`src/verilog/scb_defs.svh`:
```
// constants of the signing control register bank: addresses, codes, timing
// assumes a 10 MHz system clock and a 115200 baud serial link
`ifndef SCB_DEFS_SVH
`define SCB_DEFS_SVH

`define SCB_A_CMD 16'hB7CB
`define SCB_A_STATUS 16'hB7CC
`define SCB_A_TZ 16'hB7CD
`define SCB_A_TIME_HI 16'hB7CE
`define SCB_A_TIME_LO 16'hB7CF
`define SCB_A_IN_LEN 16'hB7D0
`define SCB_A_OUT_LEN 16'hB7D1
`define SCB_A_SIG_LEN 16'hB7D2
`define SCB_A_SIG_FMT 16'hB7D3
`define SCB_A_ALGO 16'hB7D4
`define SCB_A_BACKLIGHT 16'hB7D5
`define SCB_A_ROW2 16'hB7D6
`define SCB_A_TEXT0 16'hB7D7
`define SCB_A_TEXT3 16'hB7DA
`define SCB_A_LABEL0 16'hB7DB
`define SCB_A_LABEL1 16'hB7DC
`define SCB_A_VERSION 16'hB7DD
`define SCB_A_CLEAR 16'hB7DE
`define SCB_A_SYNC 16'hB7DF
`define SCB_A_SYNC_TMO 16'hB7E0
`define SCB_A_TPRES 16'hB7E1
`define SCB_A_ADJUST 16'hB7E2
`define SCB_A_FW_SCREEN 16'hB7E3
`define SCB_A_END_LAYOUT 16'hB7E4

`define SCB_ST_UNINIT 16'h0000
`define SCB_ST_IDLE 16'h0001
`define SCB_ST_BUSY 16'h0002
`define SCB_ST_OK 16'h000F
`define SCB_ST_BAD_TIME 16'h0080
`define SCB_ST_BAD_CMD 16'h0082
`define SCB_ST_BAD_STATE 16'h0083
`define SCB_ST_ENG_LO 8'hF3

`define SCB_ALGO_ECDSA 16'h0004
`define SCB_VERSION_1_0 16'h0100
`define SCB_SYNC_LOST 16'h0000
`define SCB_TPRES_RESET 3'h0
`define SCB_ADJ_MAX 16'h0003

`define SCB_CLK_HZ 64'd10000000
`define SCB_BAUD 64'd115200
`define SCB_GAP_TENTH_CHARS 64'd35
`define SCB_BITS_PER_CHAR 64'd11
// least silence, rounded up to whole cycles
`define SCB_GAP_CYCLES \
  ((`SCB_GAP_TENTH_CHARS * `SCB_BITS_PER_CHAR * `SCB_CLK_HZ + 64'd10 * `SCB_BAUD - 64'd1) \
  / (64'd10 * `SCB_BAUD))
`define SCB_SECOND_S 64'd1
`define SCB_SECOND_CYCLES (`SCB_SECOND_S * `SCB_CLK_HZ)
`define SCB_MINUTE_S 64'd60
`define SCB_MINUTE_CYCLES (`SCB_MINUTE_S * `SCB_CLK_HZ)

`endif

```
`src/verilog/scb_pkg.sv`:
```
// types shared by both ends of the signing control link
// assumes nothing beyond the constants header
package scb_pkg;
  // device end state, registered as one word
  typedef struct packed {
    logic [15:0] cmd;
    logic [15:0] status;
    logic [15:0] tz;
    logic [15:0] time_hi;
    logic [15:0] time_lo;
    logic [15:0] sig_fmt;
    logic [15:0] backlight;
    logic [15:0] row2;
    logic [63:0] text;
    logic [31:0] label;
    logic [15:0] sync_state;
    logic [15:0] sync_tmo;
    logic [15:0] end_layout;
    logic [15:0] fw_secs;
    logic [15:0] min_cnt;
    logic [15:0] adj_val;
    logic [2:0] tpres;
    logic adj_used;
    logic time_valid;
    logic gap_ok;
    logic rsp_valid;
    logic rsp_err;
    logic [15:0] rdata;
    logic cmd_pulse;
    logic time_pulse;
    logic clr_pulse;
    logic adj_pulse;
  } scb_dev_state_t;

  typedef enum logic [2:0] {
    SCB_H_IDLE = 3'b001,
    SCB_H_GAP = 3'b010,
    SCB_H_WAIT = 3'b100
  } scb_host_fsm_t;

  typedef struct packed {
    scb_host_fsm_t fsm;
    logic req_valid;
    logic req_write;
    logic [15:0] req_addr;
    logic [15:0] req_wdata;
    logic done;
    logic err;
    logic [15:0] rdata;
  } scb_host_state_t;
endpackage

```
`src/verilog/scb_link_if.sv`:
```
// word-level holding-register link between controller and meter
// assumes one shared clock; a request is a one-cycle pulse
`timescale 1ns/1ps
`default_nettype none
interface scb_link_if (
  input wire logic sys_clk,
  input wire logic rst_n
);
  logic req_valid;
  logic req_write;
  logic [15:0] req_addr;
  logic [15:0] req_wdata;
  logic rsp_valid;
  logic rsp_err;
  logic [15:0] rsp_rdata;

  modport dev (
    input sys_clk, rst_n, req_valid, req_write, req_addr, req_wdata,
    output rsp_valid, rsp_err, rsp_rdata
  );
  modport host (
    input sys_clk, rst_n, rsp_valid, rsp_err, rsp_rdata,
    output req_valid, req_write, req_addr, req_wdata
  );
endinterface
`default_nettype wire

```
`src/verilog/scb_meter_end.sv`:
```
// meter end: holding-register bank for the billing-signature controls
// assumes the signing engine and time keeper sit on the user-side ports
`timescale 1ns/1ps
`default_nettype none
`include "scb_defs.svh"
module scb_meter_end #(
  parameter logic [31:0] SECOND_CYCLES = 32'(`SCB_SECOND_CYCLES),
  parameter logic [31:0] MINUTE_CYCLES = 32'(`SCB_MINUTE_CYCLES),
  parameter logic [15:0] ALGO_VALUE = `SCB_ALGO_ECDSA
) (
  scb_link_if.dev link,
  input wire logic charge_active,
  input wire logic eng_busy,
  input wire logic eng_done,
  input wire logic [7:0] eng_result,
  input wire logic [15:0] in_msg_len,
  input wire logic [15:0] out_msg_len,
  input wire logic [15:0] sig_len,
  output logic cmd_strobe,
  output logic [15:0] cmd_word,
  output logic time_load,
  output logic [31:0] unix_time,
  output logic [15:0] utc_offset,
  output logic [2:0] time_utc_sel,
  output logic sig_base64,
  output logic adj_strobe,
  output logic [15:0] adj_seconds,
  output logic totals_clear,
  output logic fw_screen_on,
  output logic [15:0] backlight,
  output logic [15:0] row2_mode,
  output logic [63:0] custom_text,
  output logic [31:0] custom_label,
  output logic [15:0] end_layout,
  output logic [15:0] sync_state
);
  import scb_pkg::*;

  localparam logic [15:0] GAP = 16'(`SCB_GAP_CYCLES);

  scb_dev_state_t s_reg;
  scb_dev_state_t s_next;
  logic gap_tick;
  logic sec_tick;
  logic min_tick;
  logic wr;
  logic [15:0] a;
  logic [15:0] d;

  // known command letters in the high byte
  function automatic logic cmd_known(input logic [7:0] c);
    case (c)
      8'h42, 8'h45, 8'h4C, 8'h52, 8'h41, 8'h50, 8'h43, 8'h58,
      8'h54, 8'h53, 8'h72, 8'h66, 8'h68, 8'h69: cmd_known = 1'b1;
      default: cmd_known = 1'b0;
    endcase
  endfunction

  // read-only words refuse writes
  function automatic logic is_ro(input logic [15:0] ad);
    is_ro = (ad == `SCB_A_STATUS) || (ad == `SCB_A_IN_LEN) || (ad == `SCB_A_OUT_LEN) ||
      (ad == `SCB_A_SIG_LEN) || (ad == `SCB_A_ALGO) || (ad == `SCB_A_VERSION);
  endfunction

  function automatic logic mapped(input logic [15:0] ad);
    mapped = (ad >= `SCB_A_CMD) && (ad <= `SCB_A_END_LAYOUT);
  endfunction

  // link silence: a frame gap counted from the last answered request
  scb_timer #(.W(16), .PERIOD(GAP)) u_gap (
    .sys_clk(link.sys_clk),
    .rst_n(link.rst_n),
    .run(!s_reg.gap_ok),
    .restart(link.req_valid && s_reg.gap_ok),
    .tick(gap_tick)
  );

  // seconds for the firmware screen
  scb_timer #(.W(32), .PERIOD(SECOND_CYCLES)) u_sec (
    .sys_clk(link.sys_clk),
    .rst_n(link.rst_n),
    .run(s_reg.fw_secs != 16'h0000),
    .restart(1'b0),
    .tick(sec_tick)
  );

  // minutes since the controller last set sync state
  scb_timer #(.W(32), .PERIOD(MINUTE_CYCLES)) u_min (
    .sys_clk(link.sys_clk),
    .rst_n(link.rst_n),
    .run(s_reg.sync_state != `SCB_SYNC_LOST),
    .restart(wr && (a == `SCB_A_SYNC)),
    .tick(min_tick)
  );

  // requests inside the silence are dropped, no answer is given
  assign wr = link.req_valid && link.req_write && s_reg.gap_ok;
  assign a = link.req_addr;
  assign d = link.req_wdata;

  // next state: writes, status, timers
  always_comb begin
    s_next = s_reg;
    s_next.rsp_valid = 1'b0;
    s_next.rsp_err = 1'b0;
    s_next.cmd_pulse = 1'b0;
    s_next.time_pulse = 1'b0;
    s_next.clr_pulse = 1'b0;
    s_next.adj_pulse = 1'b0;
    if (gap_tick) begin
      s_next.gap_ok = 1'b1;
    end
    if (link.req_valid && s_reg.gap_ok) begin
      s_next.gap_ok = 1'b0;
      s_next.rsp_valid = 1'b1;
      s_next.rsp_err = !mapped(a);
    end
    if (!charge_active) begin
      s_next.adj_used = 1'b0;
    end
    // engine progress; a write outcome below overrides it in the same cycle
    if (eng_done) begin
      s_next.status = {8'h00, eng_result};
    end else if (eng_busy && s_reg.status != `SCB_ST_BUSY) begin
      s_next.status = `SCB_ST_BUSY;
    end
    if (sec_tick) begin
      s_next.fw_secs = s_reg.fw_secs - 16'h0001;
    end
    // a minute tick only counts while sync is held
    if (min_tick) begin
      if (s_reg.min_cnt + 16'h0001 >= s_reg.sync_tmo && s_reg.sync_tmo != 16'h0000) begin
        s_next.sync_state = `SCB_SYNC_LOST;
        s_next.min_cnt = 16'h0000;
      end else begin
        s_next.min_cnt = s_reg.min_cnt + 16'h0001;
      end
    end
    if (wr) begin
      if (is_ro(a)) begin
        s_next.status = `SCB_ST_BAD_CMD;
      end else begin
        unique case (a)
          `SCB_A_CMD: begin
            s_next.cmd = d;
            if (!s_reg.time_valid) begin
              s_next.status = `SCB_ST_BAD_TIME;
            end else if (!cmd_known(d[15:8])) begin
              s_next.status = `SCB_ST_BAD_CMD;
            end else if ((d[15:8] == 8'h42 || d[15:8] == 8'h69) == charge_active &&
                d[15:8] != 8'h66) begin
              s_next.status = `SCB_ST_BAD_STATE;
            end else begin
              s_next.cmd_pulse = 1'b1;
              s_next.status = `SCB_ST_BUSY;
            end
          end
          `SCB_A_TZ: s_next.tz = d;
          `SCB_A_TIME_HI, `SCB_A_TIME_LO: begin
            if (charge_active) begin
              s_next.status = `SCB_ST_BAD_STATE;
            end else if (a == `SCB_A_TIME_HI) begin
              s_next.time_hi = d;
            end else begin
              s_next.time_lo = d;
              s_next.time_pulse = 1'b1;
              s_next.time_valid = 1'b1;
              if (s_reg.status == `SCB_ST_UNINIT) begin
                s_next.status = `SCB_ST_IDLE;
              end
            end
          end
          `SCB_A_SIG_FMT: s_next.sig_fmt = d;
          `SCB_A_BACKLIGHT: s_next.backlight = d;
          `SCB_A_ROW2: s_next.row2 = d;
          `SCB_A_TEXT0, `SCB_A_TEXT0 + 16'h0001, `SCB_A_TEXT0 + 16'h0002, `SCB_A_TEXT3:
            s_next.text[16*(3-(a-`SCB_A_TEXT0)) +: 16] = d;
          `SCB_A_LABEL0: s_next.label[31:16] = d;
          `SCB_A_LABEL1: s_next.label[15:0] = d;
          `SCB_A_CLEAR: s_next.clr_pulse = d[0];
          `SCB_A_SYNC: begin
            s_next.sync_state = d;
            s_next.min_cnt = 16'h0000;
          end
          `SCB_A_SYNC_TMO: s_next.sync_tmo = d;
          `SCB_A_TPRES: s_next.tpres = d[2:0];
          `SCB_A_ADJUST: begin
            // signed seconds, magnitude at most three, once per charge
            if (!charge_active || s_reg.adj_used ||
                ($signed(d) > $signed(`SCB_ADJ_MAX)) || ($signed(d) < -$signed(`SCB_ADJ_MAX))) begin
              s_next.status = `SCB_ST_BAD_STATE;
            end else begin
              s_next.adj_used = 1'b1;
              s_next.adj_pulse = 1'b1;
              s_next.adj_val = d;
            end
          end
          `SCB_A_FW_SCREEN: s_next.fw_secs = d;
          `SCB_A_END_LAYOUT: s_next.end_layout = d;
          default: ;
        endcase
      end
    end
    // read data, held from the taken request
    if (link.req_valid && s_reg.gap_ok && !link.req_write) begin
      unique case (a)
        `SCB_A_CMD: s_next.rdata = s_reg.cmd;
        `SCB_A_STATUS: s_next.rdata = s_reg.status;
        `SCB_A_TZ: s_next.rdata = s_reg.tz;
        `SCB_A_TIME_HI: s_next.rdata = s_reg.time_hi;
        `SCB_A_TIME_LO: s_next.rdata = s_reg.time_lo;
        `SCB_A_IN_LEN: s_next.rdata = in_msg_len;
        `SCB_A_OUT_LEN: s_next.rdata = out_msg_len;
        `SCB_A_SIG_LEN: s_next.rdata = sig_len;
        `SCB_A_SIG_FMT: s_next.rdata = s_reg.sig_fmt;
        `SCB_A_ALGO: s_next.rdata = ALGO_VALUE;
        `SCB_A_BACKLIGHT: s_next.rdata = s_reg.backlight;
        `SCB_A_ROW2: s_next.rdata = s_reg.row2;
        `SCB_A_TEXT0, `SCB_A_TEXT0 + 16'h0001, `SCB_A_TEXT0 + 16'h0002, `SCB_A_TEXT3:
          s_next.rdata = s_reg.text[16*(3-(a-`SCB_A_TEXT0)) +: 16];
        `SCB_A_LABEL0: s_next.rdata = s_reg.label[31:16];
        `SCB_A_LABEL1: s_next.rdata = s_reg.label[15:0];
        `SCB_A_VERSION: s_next.rdata = `SCB_VERSION_1_0;
        `SCB_A_SYNC: s_next.rdata = s_reg.sync_state;
        `SCB_A_SYNC_TMO: s_next.rdata = s_reg.sync_tmo;
        `SCB_A_TPRES: s_next.rdata = {13'h0000, s_reg.tpres};
        `SCB_A_END_LAYOUT: s_next.rdata = s_reg.end_layout;
        default: s_next.rdata = 16'h0000; // write-only and unmapped read zero
      endcase
    end
  end

  // presentation selections come out of reset as local time
  always_ff @(posedge link.sys_clk or negedge link.rst_n) begin
    if (!link.rst_n) begin
      s_reg <= '0;
      s_reg.status <= `SCB_ST_UNINIT;
      s_reg.tpres <= `SCB_TPRES_RESET;
    end else begin
      s_reg <= s_next;
    end
  end

  assign link.rsp_valid = s_reg.rsp_valid;
  assign link.rsp_err = s_reg.rsp_err;
  assign link.rsp_rdata = s_reg.rdata;
  assign cmd_strobe = s_reg.cmd_pulse;
  assign cmd_word = s_reg.cmd;
  assign time_load = s_reg.time_pulse;
  assign unix_time = {s_reg.time_hi, s_reg.time_lo};
  assign utc_offset = s_reg.tz;
  assign time_utc_sel = s_reg.tpres;
  assign sig_base64 = s_reg.sig_fmt[0];
  assign adj_strobe = s_reg.adj_pulse;
  assign adj_seconds = s_reg.adj_val;
  assign totals_clear = s_reg.clr_pulse;
  assign fw_screen_on = s_reg.fw_secs != 16'h0000;
  assign backlight = s_reg.backlight;
  assign row2_mode = s_reg.row2;
  assign custom_text = s_reg.text;
  assign custom_label = s_reg.label;
  assign end_layout = s_reg.end_layout;
  assign sync_state = s_reg.sync_state;
endmodule
`default_nettype wire

```
`src/verilog/scb_timer.sv`:
```
// free period timer: one-cycle tick every PERIOD cycles while running
// assumes restart is synchronous; restart wins over run
`timescale 1ns/1ps
`default_nettype none
module scb_timer #(
  parameter int W = 32,
  parameter logic [W-1:0] PERIOD = 32'd10
) (
  input wire logic sys_clk,
  input wire logic rst_n,
  input wire logic run,
  input wire logic restart,
  output logic tick
);
  logic [W-1:0] cnt_reg;
  logic [W-1:0] cnt_next;

  // count up to one below the period, then wrap with a tick
  always_comb begin
    cnt_next = cnt_reg;
    tick = 1'b0;
    if (restart) begin
      cnt_next = '0;
    end else if (run) begin
      if (cnt_reg == PERIOD - W'(1)) begin
        cnt_next = '0;
        tick = 1'b1;
      end else begin
        cnt_next = cnt_reg + W'(1);
      end
    end
  end

  always_ff @(posedge sys_clk or negedge rst_n) begin
    if (!rst_n) begin
      cnt_reg <= '0;
    end else begin
      cnt_reg <= cnt_next;
    end
  end
endmodule
`default_nettype wire
```
`src/flat_wrapper.sv`:
```
// flat-port wrapper written by rule: the top's interface ports become plain ports
module scb_meter_end_flat import scb_pkg::*;
#(
  parameter logic [31:0] SECOND_CYCLES = 32'(`SCB_SECOND_CYCLES),
  parameter logic [31:0] MINUTE_CYCLES = 32'(`SCB_MINUTE_CYCLES),
  parameter logic [15:0] ALGO_VALUE = `SCB_ALGO_ECDSA
)
  (charge_active, eng_busy, eng_done, eng_result, in_msg_len, out_msg_len, sig_len, cmd_strobe, cmd_word, time_load, unix_time, utc_offset, time_utc_sel, sig_base64, adj_strobe, adj_seconds, totals_clear, fw_screen_on, backlight, row2_mode, custom_text, custom_label, end_layout, sync_state, sys_clk, rst_n, link_req_valid, link_req_write, link_req_addr, link_req_wdata, link_rsp_valid, link_rsp_err, link_rsp_rdata);
  scb_link_if link_i (.sys_clk(sys_clk), .rst_n(rst_n));
  input wire logic charge_active;
  input wire logic eng_busy;
  input wire logic eng_done;
  input wire logic [7:0] eng_result;
  input wire logic [15:0] in_msg_len;
  input wire logic [15:0] out_msg_len;
  input wire logic [15:0] sig_len;
  output logic cmd_strobe;
  output logic [15:0] cmd_word;
  output logic time_load;
  output logic [31:0] unix_time;
  output logic [15:0] utc_offset;
  output logic [2:0] time_utc_sel;
  output logic sig_base64;
  output logic adj_strobe;
  output logic [15:0] adj_seconds;
  output logic totals_clear;
  output logic fw_screen_on;
  output logic [15:0] backlight;
  output logic [15:0] row2_mode;
  output logic [63:0] custom_text;
  output logic [31:0] custom_label;
  output logic [15:0] end_layout;
  output logic [15:0] sync_state;
  input wire logic sys_clk;
  input wire logic rst_n;
  input wire logic [$bits(link_i.req_valid)-1:0] link_req_valid;
  input wire logic [$bits(link_i.req_write)-1:0] link_req_write;
  input wire logic [$bits(link_i.req_addr)-1:0] link_req_addr;
  input wire logic [$bits(link_i.req_wdata)-1:0] link_req_wdata;
  output wire logic [$bits(link_i.rsp_valid)-1:0] link_rsp_valid;
  output wire logic [$bits(link_i.rsp_err)-1:0] link_rsp_err;
  output wire logic [$bits(link_i.rsp_rdata)-1:0] link_rsp_rdata;
  assign link_i.req_valid = link_req_valid;
  assign link_i.req_write = link_req_write;
  assign link_i.req_addr = link_req_addr;
  assign link_i.req_wdata = link_req_wdata;
  assign link_rsp_valid = link_i.rsp_valid;
  assign link_rsp_err = link_i.rsp_err;
  assign link_rsp_rdata = link_i.rsp_rdata;
  scb_meter_end #(.SECOND_CYCLES(SECOND_CYCLES), .MINUTE_CYCLES(MINUTE_CYCLES), .ALGO_VALUE(ALGO_VALUE)) u_core (.link(link_i), .charge_active(charge_active), .eng_busy(eng_busy), .eng_done(eng_done), .eng_result(eng_result), .in_msg_len(in_msg_len), .out_msg_len(out_msg_len), .sig_len(sig_len), .cmd_strobe(cmd_strobe), .cmd_word(cmd_word), .time_load(time_load), .unix_time(unix_time), .utc_offset(utc_offset), .time_utc_sel(time_utc_sel), .sig_base64(sig_base64), .adj_strobe(adj_strobe), .adj_seconds(adj_seconds), .totals_clear(totals_clear), .fw_screen_on(fw_screen_on), .backlight(backlight), .row2_mode(row2_mode), .custom_text(custom_text), .custom_label(custom_label), .end_layout(end_layout), .sync_state(sync_state));
endmodule
```
`config.mk`:
```
export PLATFORM = sky130hd
export DESIGN_NAME = scb_meter_end_flat
export DESIGN_NICKNAME = d
export VERILOG_FILES = /design/src/verilog/scb_pkg.sv /design/src/verilog/scb_link_if.sv /design/src/verilog/scb_meter_end.sv /design/src/verilog/scb_timer.sv /design/src/flat_wrapper.sv
export VERILOG_INCLUDE_DIRS = /design/src /design/src/verilog
export SDC_FILE = /design/constraint.sdc
export NUM_CORES = 1
export LEC_CHECK = 0
export ABC_AREA = 1
export BUFFER_PORTS_ARGS = -buffer_cell sky130_fd_sc_hd__buf_2
export CELL_PAD_IN_SITES_DETAIL_PLACEMENT = 0
export CELL_PAD_IN_SITES_GLOBAL_PLACEMENT = 1
export CORE_MARGIN = 2
export CORE_UTILIZATION = 43
export CTS_CLUSTER_SIZE = 24
export DETAILED_ROUTE_END_ITERATION = 10
export GPL_TIMING_DRIVEN = 0
export PLACE_DENSITY_LB_ADDON = 0.1
export SLEW_MARGIN = 40
export SYNTH_ARGS = -nofsm -noshare
export SYNTH_HDL_FRONTEND = slang
export SYNTH_SLANG_ARGS = --single-unit
```
`constraint.sdc`:
```
create_clock -name sys_clk -period 4.6 [get_ports sys_clk]
set_input_delay 0.46 -clock sys_clk [delete_from_list [all_inputs] [get_ports sys_clk]]
set_output_delay 0.46 -clock sys_clk [all_outputs]
set_load 0.03 [all_outputs]
```
==> results.json, run 1 <==
{
  "ys_ff_latch": 428,
  "syn-cell-area_um2": 25200,
  "critPathSlowestCell": "nor2_1",
  "dr.pass1.iters": 9,
  "rsz0062_at_grt": "no",
  "start_util_pct": 43.6,
  "crit_required_ps": 5110,
  "cts_buffers": 51,
  "fin_worst_skew_ps": 30.5,
  "avgViaCountPerCell": 5.65,
  "dpl_cell_area_um2": 28200,
  "dp_hpwl_um": 80500,
  "synth_top_area_cell": "dfrtp_1",
  "place_inst": 4484,
  "fmax_mhz": 237,
  "clkTransAtPathRegs_ps": 60,
  "areaGrowthSynthToFinish_pct": 19.2,
  "syn_nets": 3479,
  "timing.hold.ws_ps": 97.4,
  "finalSetupTns_ps": 0,
  "worstSetupEndpointType": "flip-flop",
  "status": "finished clean",
  "fin_crit_sh_pct": 91.8,
  "synthArstFlopShare_pct": 100,
  "cp.arrival_ps": 4730,
  "synth_edf_count": 0,
  "maxCapViolCount": 0,
  "final_cell_mix": "nand2_1 (798), dfrtp_1 (428), buf_2 (368)",
  "clockRootBuffer": "clkbuf_16",
  "synth-main-ff-cell": "dfrtp_1",
  "n_antenna_cell": 0,
  "final_cells": 4577,
  "antenna_found_initial": 2,
  "crit_family": "simple AND/OR/NAND/NOR gates",
  "die_area_um2": 60600,
  "port_buffers": 356,
  "start_kind": "input port",
  "rows": 88,
  "peakVddDrop_uv": 278,
  "grt_pass1_wl_um": 151000,
  "nets": 3895,
  "period_needed_ps": 4220,
  "synth_warnings": 0,
  "grt_max_degree": 70,
  "grt_pass1_vias": 23900,
  "finalHoldViolations": 0,
  "min_path_type": "input port to flip-flop",
  "ys_seq_area_share_pct": 42.5,
  "final_area_um2": 30100,
  "die_w_um": 246,
  "critPathMaxStageDelay_ps": 580,
  "die_y_um": 246,
  "pin_count": 362,
  "wirelength_um": 104000,
  "cp_max_fo": 18,
  "worstSetupPathType": "input port to flip-flop",
  "cts_buffer_depth": 3,
  "track_usage_pct": 33.5,
  "powerDensity_nw_per_um2": 300,
  "wl_per_cell_um": 22.7,
  "path_cells": "buf_4 > inv_4 > buf_2 > ha_1 > inv_1 > nor2_1 > nand3_1 > clkinv_1 > nor4_1 > nand2_1 > nor2_2 > nand4_1 > nor2_1 > nand4_2 > buf_2 > nand2_1 > nand2_1",
  "worst_pin_slew_ps": 906,
  "synth.distinct_cells": 60,
  "syn_inst": 3355,
  "final_common_cell": "nand2_1",
  "cts.sinks": 428,
  "yosysTopAreaCellShare_pct": 42.5,
  "core_area_um2": 57800,
  "htree_levels": 2,
  "syn_area_per_cell_um2": 7.52,
  "finalMaxSlewViolations": 0,
  "drtIter0Drc": 2734,
  "setup_violations": 0,
  "setup_ws_ps": 379,
  "grt-ovfl-total": 0,
  "gp_congestion": 1.00,
  "yosys-top-cells-area": "dfrtp_1 (42%), nand2_1 (12%), buf_4 (7.7%)",
  "postCtsSetupBuffers": 0,
  "p_leak_nw": 15.8,
  "route.detailed.drc": 0,
  "drive_above_1_share_pct": 20.6,
  "cts_tree": "done",
  "ant_nets": 0,
  "vias": 25800,
  "dp_worst_setup_slack_ps": -1600,
  "relSlewSlack_pct": 39.4,
  "crit_top_cell": "nand2_1",
  "crit_buf_inv": 6,
  "insertion_delay_ps": 620
}
metrics by stage:
step                      utilization (%)  total power [mW]
after CTS                            52.0              9.06
after detailed placement             48.8              4.67
after floorplan                         -              4.29
after global routing                 52.0              9.31
after global placement               48.4              4.63
final                                52.0              9.03
cells in the mapped netlist, types with 10 or more instances:
cell	number
nand2_1	798
dfrtp_1	428
inv_1	348
nor2_1	288
o21ai_0	278
buf_4	259
nand3_1	197
a21oi_1	112
clkbuf_1	110
nor3_1	74
nand4_1	65
nor4_1	63
o22ai_1	44
xor2_1	38
a221oi_1	34
ha_1	29
a22o_1	16
clkinv_1	13
o21ai_1	13
buf_2	12
a31oi_1	10
cell type report:
cell class	instances	area, um2
inverters	367	1380
well taps	765	957
flip-flops and latches	428	10700
repair buffers	365	2000
fillers	5751	27700
plain buffers	385	2470
multi-input cells	2173	10700
clock buffers	78	1570
clock inverters	16	250
timing repair:
action	in CTS	in global routing
hold endpoints to repair	47	0
gates resized for setup	8	5
setup endpoints to repair	303	102
hold buffers	1	0
report_power, final:
group          internal [mW]  total (mW)  switching, mW  leakage (nW)
Combinational          0.195       0.776          0.581          9.06
Clock                   2.69        4.41           1.72         0.895
Sequential              3.81        3.84         0.0362          5.81
Total                   6.69        9.03           2.34          15.8
worst reg2reg max path: cells and delay by family (launching register included):
family,cells,cell delay (ps)
simple gates,12,1880
buf+inv,6,740
compound gates,2,490
flops,1,420
fa+ha+maj,1,300
xor+xnor,1,180
routing by layer:
metal | up-vias | track usage, % | part of all wire, %
met3 | 234 | 5.35 | 8.7
met1 | 12600 | 47.2 | 43
met2 | 1308 | 50.6 | 44
met5 | - | 0 | 0.025
li1 | 11700 | - | -
met4 | 4 | 15.0 | 4.8
cells by family after synthesis:
group / after synthesis / share of synthesized area, %
AO/OA/AOI/OAI: 576 / 13.4
XOR/XNOR: 45 / 1.56
adder cells (fa/ha/maj): 29 / 1.44
buffers and inverters: 754 / 15.2
flip-flops: 428 / 42.5
multiplexers: 2 / 0.0843
AND/OR/NAND/NOR: 1521 / 25.9
final timing paths:
check                                        from                        to  slack [ps]  depth (start not counted)
setup / recovery                 link_req_addr[0]                 flip-flop         380                         17
hold / removal                      eng_result[6]         u_core.s_reg[322]         100                          3
setup reg to reg                 u_core.s_reg[44]     u_core.sync_state[10]         500                         22
hold reg to reg            u_core.adj_seconds[14]    u_core.adj_seconds[14]         470                          2
max in group asynchronous                   rst_n         u_core.s_reg[331]        2620                          6
min in group asynchronous                   rst_n  u_core.u_sec.cnt_reg[18]         350                          2
Note: power is estimated with default switching activity, not from simulation.
==> run 2: changes to the inputs <==
==> constraint.sdc (replaced) <==
create_clock -name sys_clk -period 4.6 [get_ports sys_clk]
set_input_delay 0.92 -clock sys_clk [delete_from_list [all_inputs] [get_ports sys_clk]]
set_output_delay 0.92 -clock sys_clk [all_outputs]
set_load 0.03 [all_outputs]
==> results.json, run 2 (synthesis gave the netlist of run 1 again) <==
{
  "p_leak_nw": 15.8,
  "vias": 25900,
  "n_antenna_cell": 0,
  "maxCapViolCount": 0,
  "critPathSlowestCell": "nor4_2",
  "cts_tree": "done",
  "critPathMaxStageDelay_ps": 420,
  "dr.pass1.iters": 8,
  "route.met2.wl_um": 45500,
  "setup_violations": 0,
  "cp_max_fo": 18,
  "fmax_mhz": 228,
  "route.detailed.drc": 0,
  "min_path_type": "input port to asynchronous set/reset pin",
  "period_needed_ps": 4380,
  "cts.sinks": 428,
  "nets": 3895,
  "wl_per_cell_um": 22.7,
  "die_w_um": 246,
  "worstSetupEndpointType": "flip-flop",
  "areaGrowthSynthToFinish_pct": 19.5,
  "path_cells": "buf_6 > inv_8 > clkbuf_4 > ha_1 > inv_1 > nor2_1 > nand3_1 > clkinv_1 > nor4_1 > nand2_1 > nor2_4 > inv_1 > nor4_2 > inv_1 > clkbuf_1 > a21oi_1 > inv_1",
  "dp_hpwl_um": 80500,
  "avgViaCountPerCell": 5.66,
  "cts_buffers": 51,
  "wl_met1_um": 43900,
  "final_common_cell": "nand2_1",
  "status": "finished clean",
  "die_y_um": 246,
  "rows": 88,
  "route.met3.wl_um": 9350,
  "crit_required_ps": 5110,
  "htree_levels": 2,
  "drive_above_1_share_pct": 20.8,
  "grt_max_degree": 70,
  "wirelength_um": 104000,
  "finalSetupTns_ps": 0,
  "crit_buf_inv": 9,
  "pin_count": 362,
  "antenna_found_initial": 2,
  "start_kind": "input port",
  "fin_crit_sh_pct": 95.2,
  "core_area_um2": 57800,
  "clkTransAtPathRegs_ps": 60,
  "peakVddDrop_uv": 280,
  "worstSetupPathType": "input port to flip-flop",
  "track_usage_pct": 33.5,
  "die_area_um2": 60600,
  "top_layer": "met5",
  "ant_nets": 0,
  "grt_pass1_wl_um": 151000,
  "insertion_delay_ps": 620,
  "grt-ovfl-total": 0,
  "worst_pin_slew_ps": 901,
  "grt_pass1_vias": 23900,
  "finalHoldViolations": 0,
  "cp.arrival_ps": 4880,
  "gp_congestion": 1.00,
  "cts_buffer_depth": 3,
  "dp_worst_setup_slack_ps": -2060,
  "finalMaxSlewViolations": 0,
  "powerDensity_nw_per_um2": 300,
  "relSlewSlack_pct": 39.8,
  "final_cell_mix": "nand2_1 (797), dfrtp_1 (428), buf_2 (364)",
  "clockRootBuffer": "clkbuf_16",
  "crit_family": "buffers and inverters",
  "setup_ws_ps": 223,
  "fin_worst_skew_ps": 32.1,
  "crit_top_cell": "inv_1",
  "port_buffers": 356,
  "start_util_pct": 43.6,
  "drtIter0Drc": 2685
}
==> run 2: repair_timing <==
item,4_1_cts,5_1_grt
hold buffers,0,0
setup endpoints to repair,339,144
pin swaps,0,1
gates resized for setup,9,21
gates cloned,0,0
buffers inserted,0,1
==> run 2: worst paths after layout <==
kind                       slack, ps              startpoint                       end  cells after the start
setup / recovery                 220        link_req_addr[0]       u_core.unix_time[7]                     17
hold / removal                   220                   rst_n  u_core.u_sec.cnt_reg[18]                      1
setup reg to reg                 510        u_core.s_reg[44]          u_core.s_reg[53]                     22
hold reg to reg                  470  u_core.adj_seconds[14]    u_core.adj_seconds[14]                      2
max in group asynchronous       2750                   rst_n     u_core.adj_seconds[6]                      5
min in group sys_clk             470  u_core.adj_seconds[14]    u_core.adj_seconds[14]                      2
==> run 2: per-layer routing <==
metal	up-vias	global-route usage, %
li1	11700	-
met1	12600	47.2
met2	1363	50.6
met3	256	5.34
met4	4	14.9
met5	-	0
==> run 2: cell type report <==
cell class	count	area, um2
fillers	5743	27700
multi-input cells	2173	10800
flip-flops and latches	428	10700
plain buffers	385	2480
repair buffers	365	2000
clock buffers	78	1570
inverters	367	1390
well taps	765	957
clock inverters	16	250
==> run 2: per-stage QoR <==
step	total power, mW	utilization, %	hold WS [ps]	cell area (um2)	instances
2_1_floorplan	4.29	-	442	25200	3355
3_3_place_gp	4.63	48.4	458	28000	4476
3_5_place_dp	4.67	48.8	459	28200	4484
4_1_cts	9.06	52.0	219	30000	4576
5_1_grt	9.32	52.1	247	30100	4577
6_report	9.04	52.1	215	30100	4577
==> run 2: power by group <==
group | leakage [nW] | total (mW) | switching (mW) | internal (mW)
Clock | 0.895 | 4.41 | 1.72 | 2.69
Sequential | 5.81 | 3.84 | 0.0362 | 3.81
Combinational | 9.06 | 0.784 | 0.587 | 0.197
==> run 2: worst reg2reg max path, delay by kind of cell, from the launching register on <==
kind | cells | cell delay [ps]
buf+inv | 6 | 680
fa+ha+maj | 1 | 270
simple gates | 12 | 1920
flops | 1 | 410
xor+xnor | 1 | 220
compound gates | 2 | 520
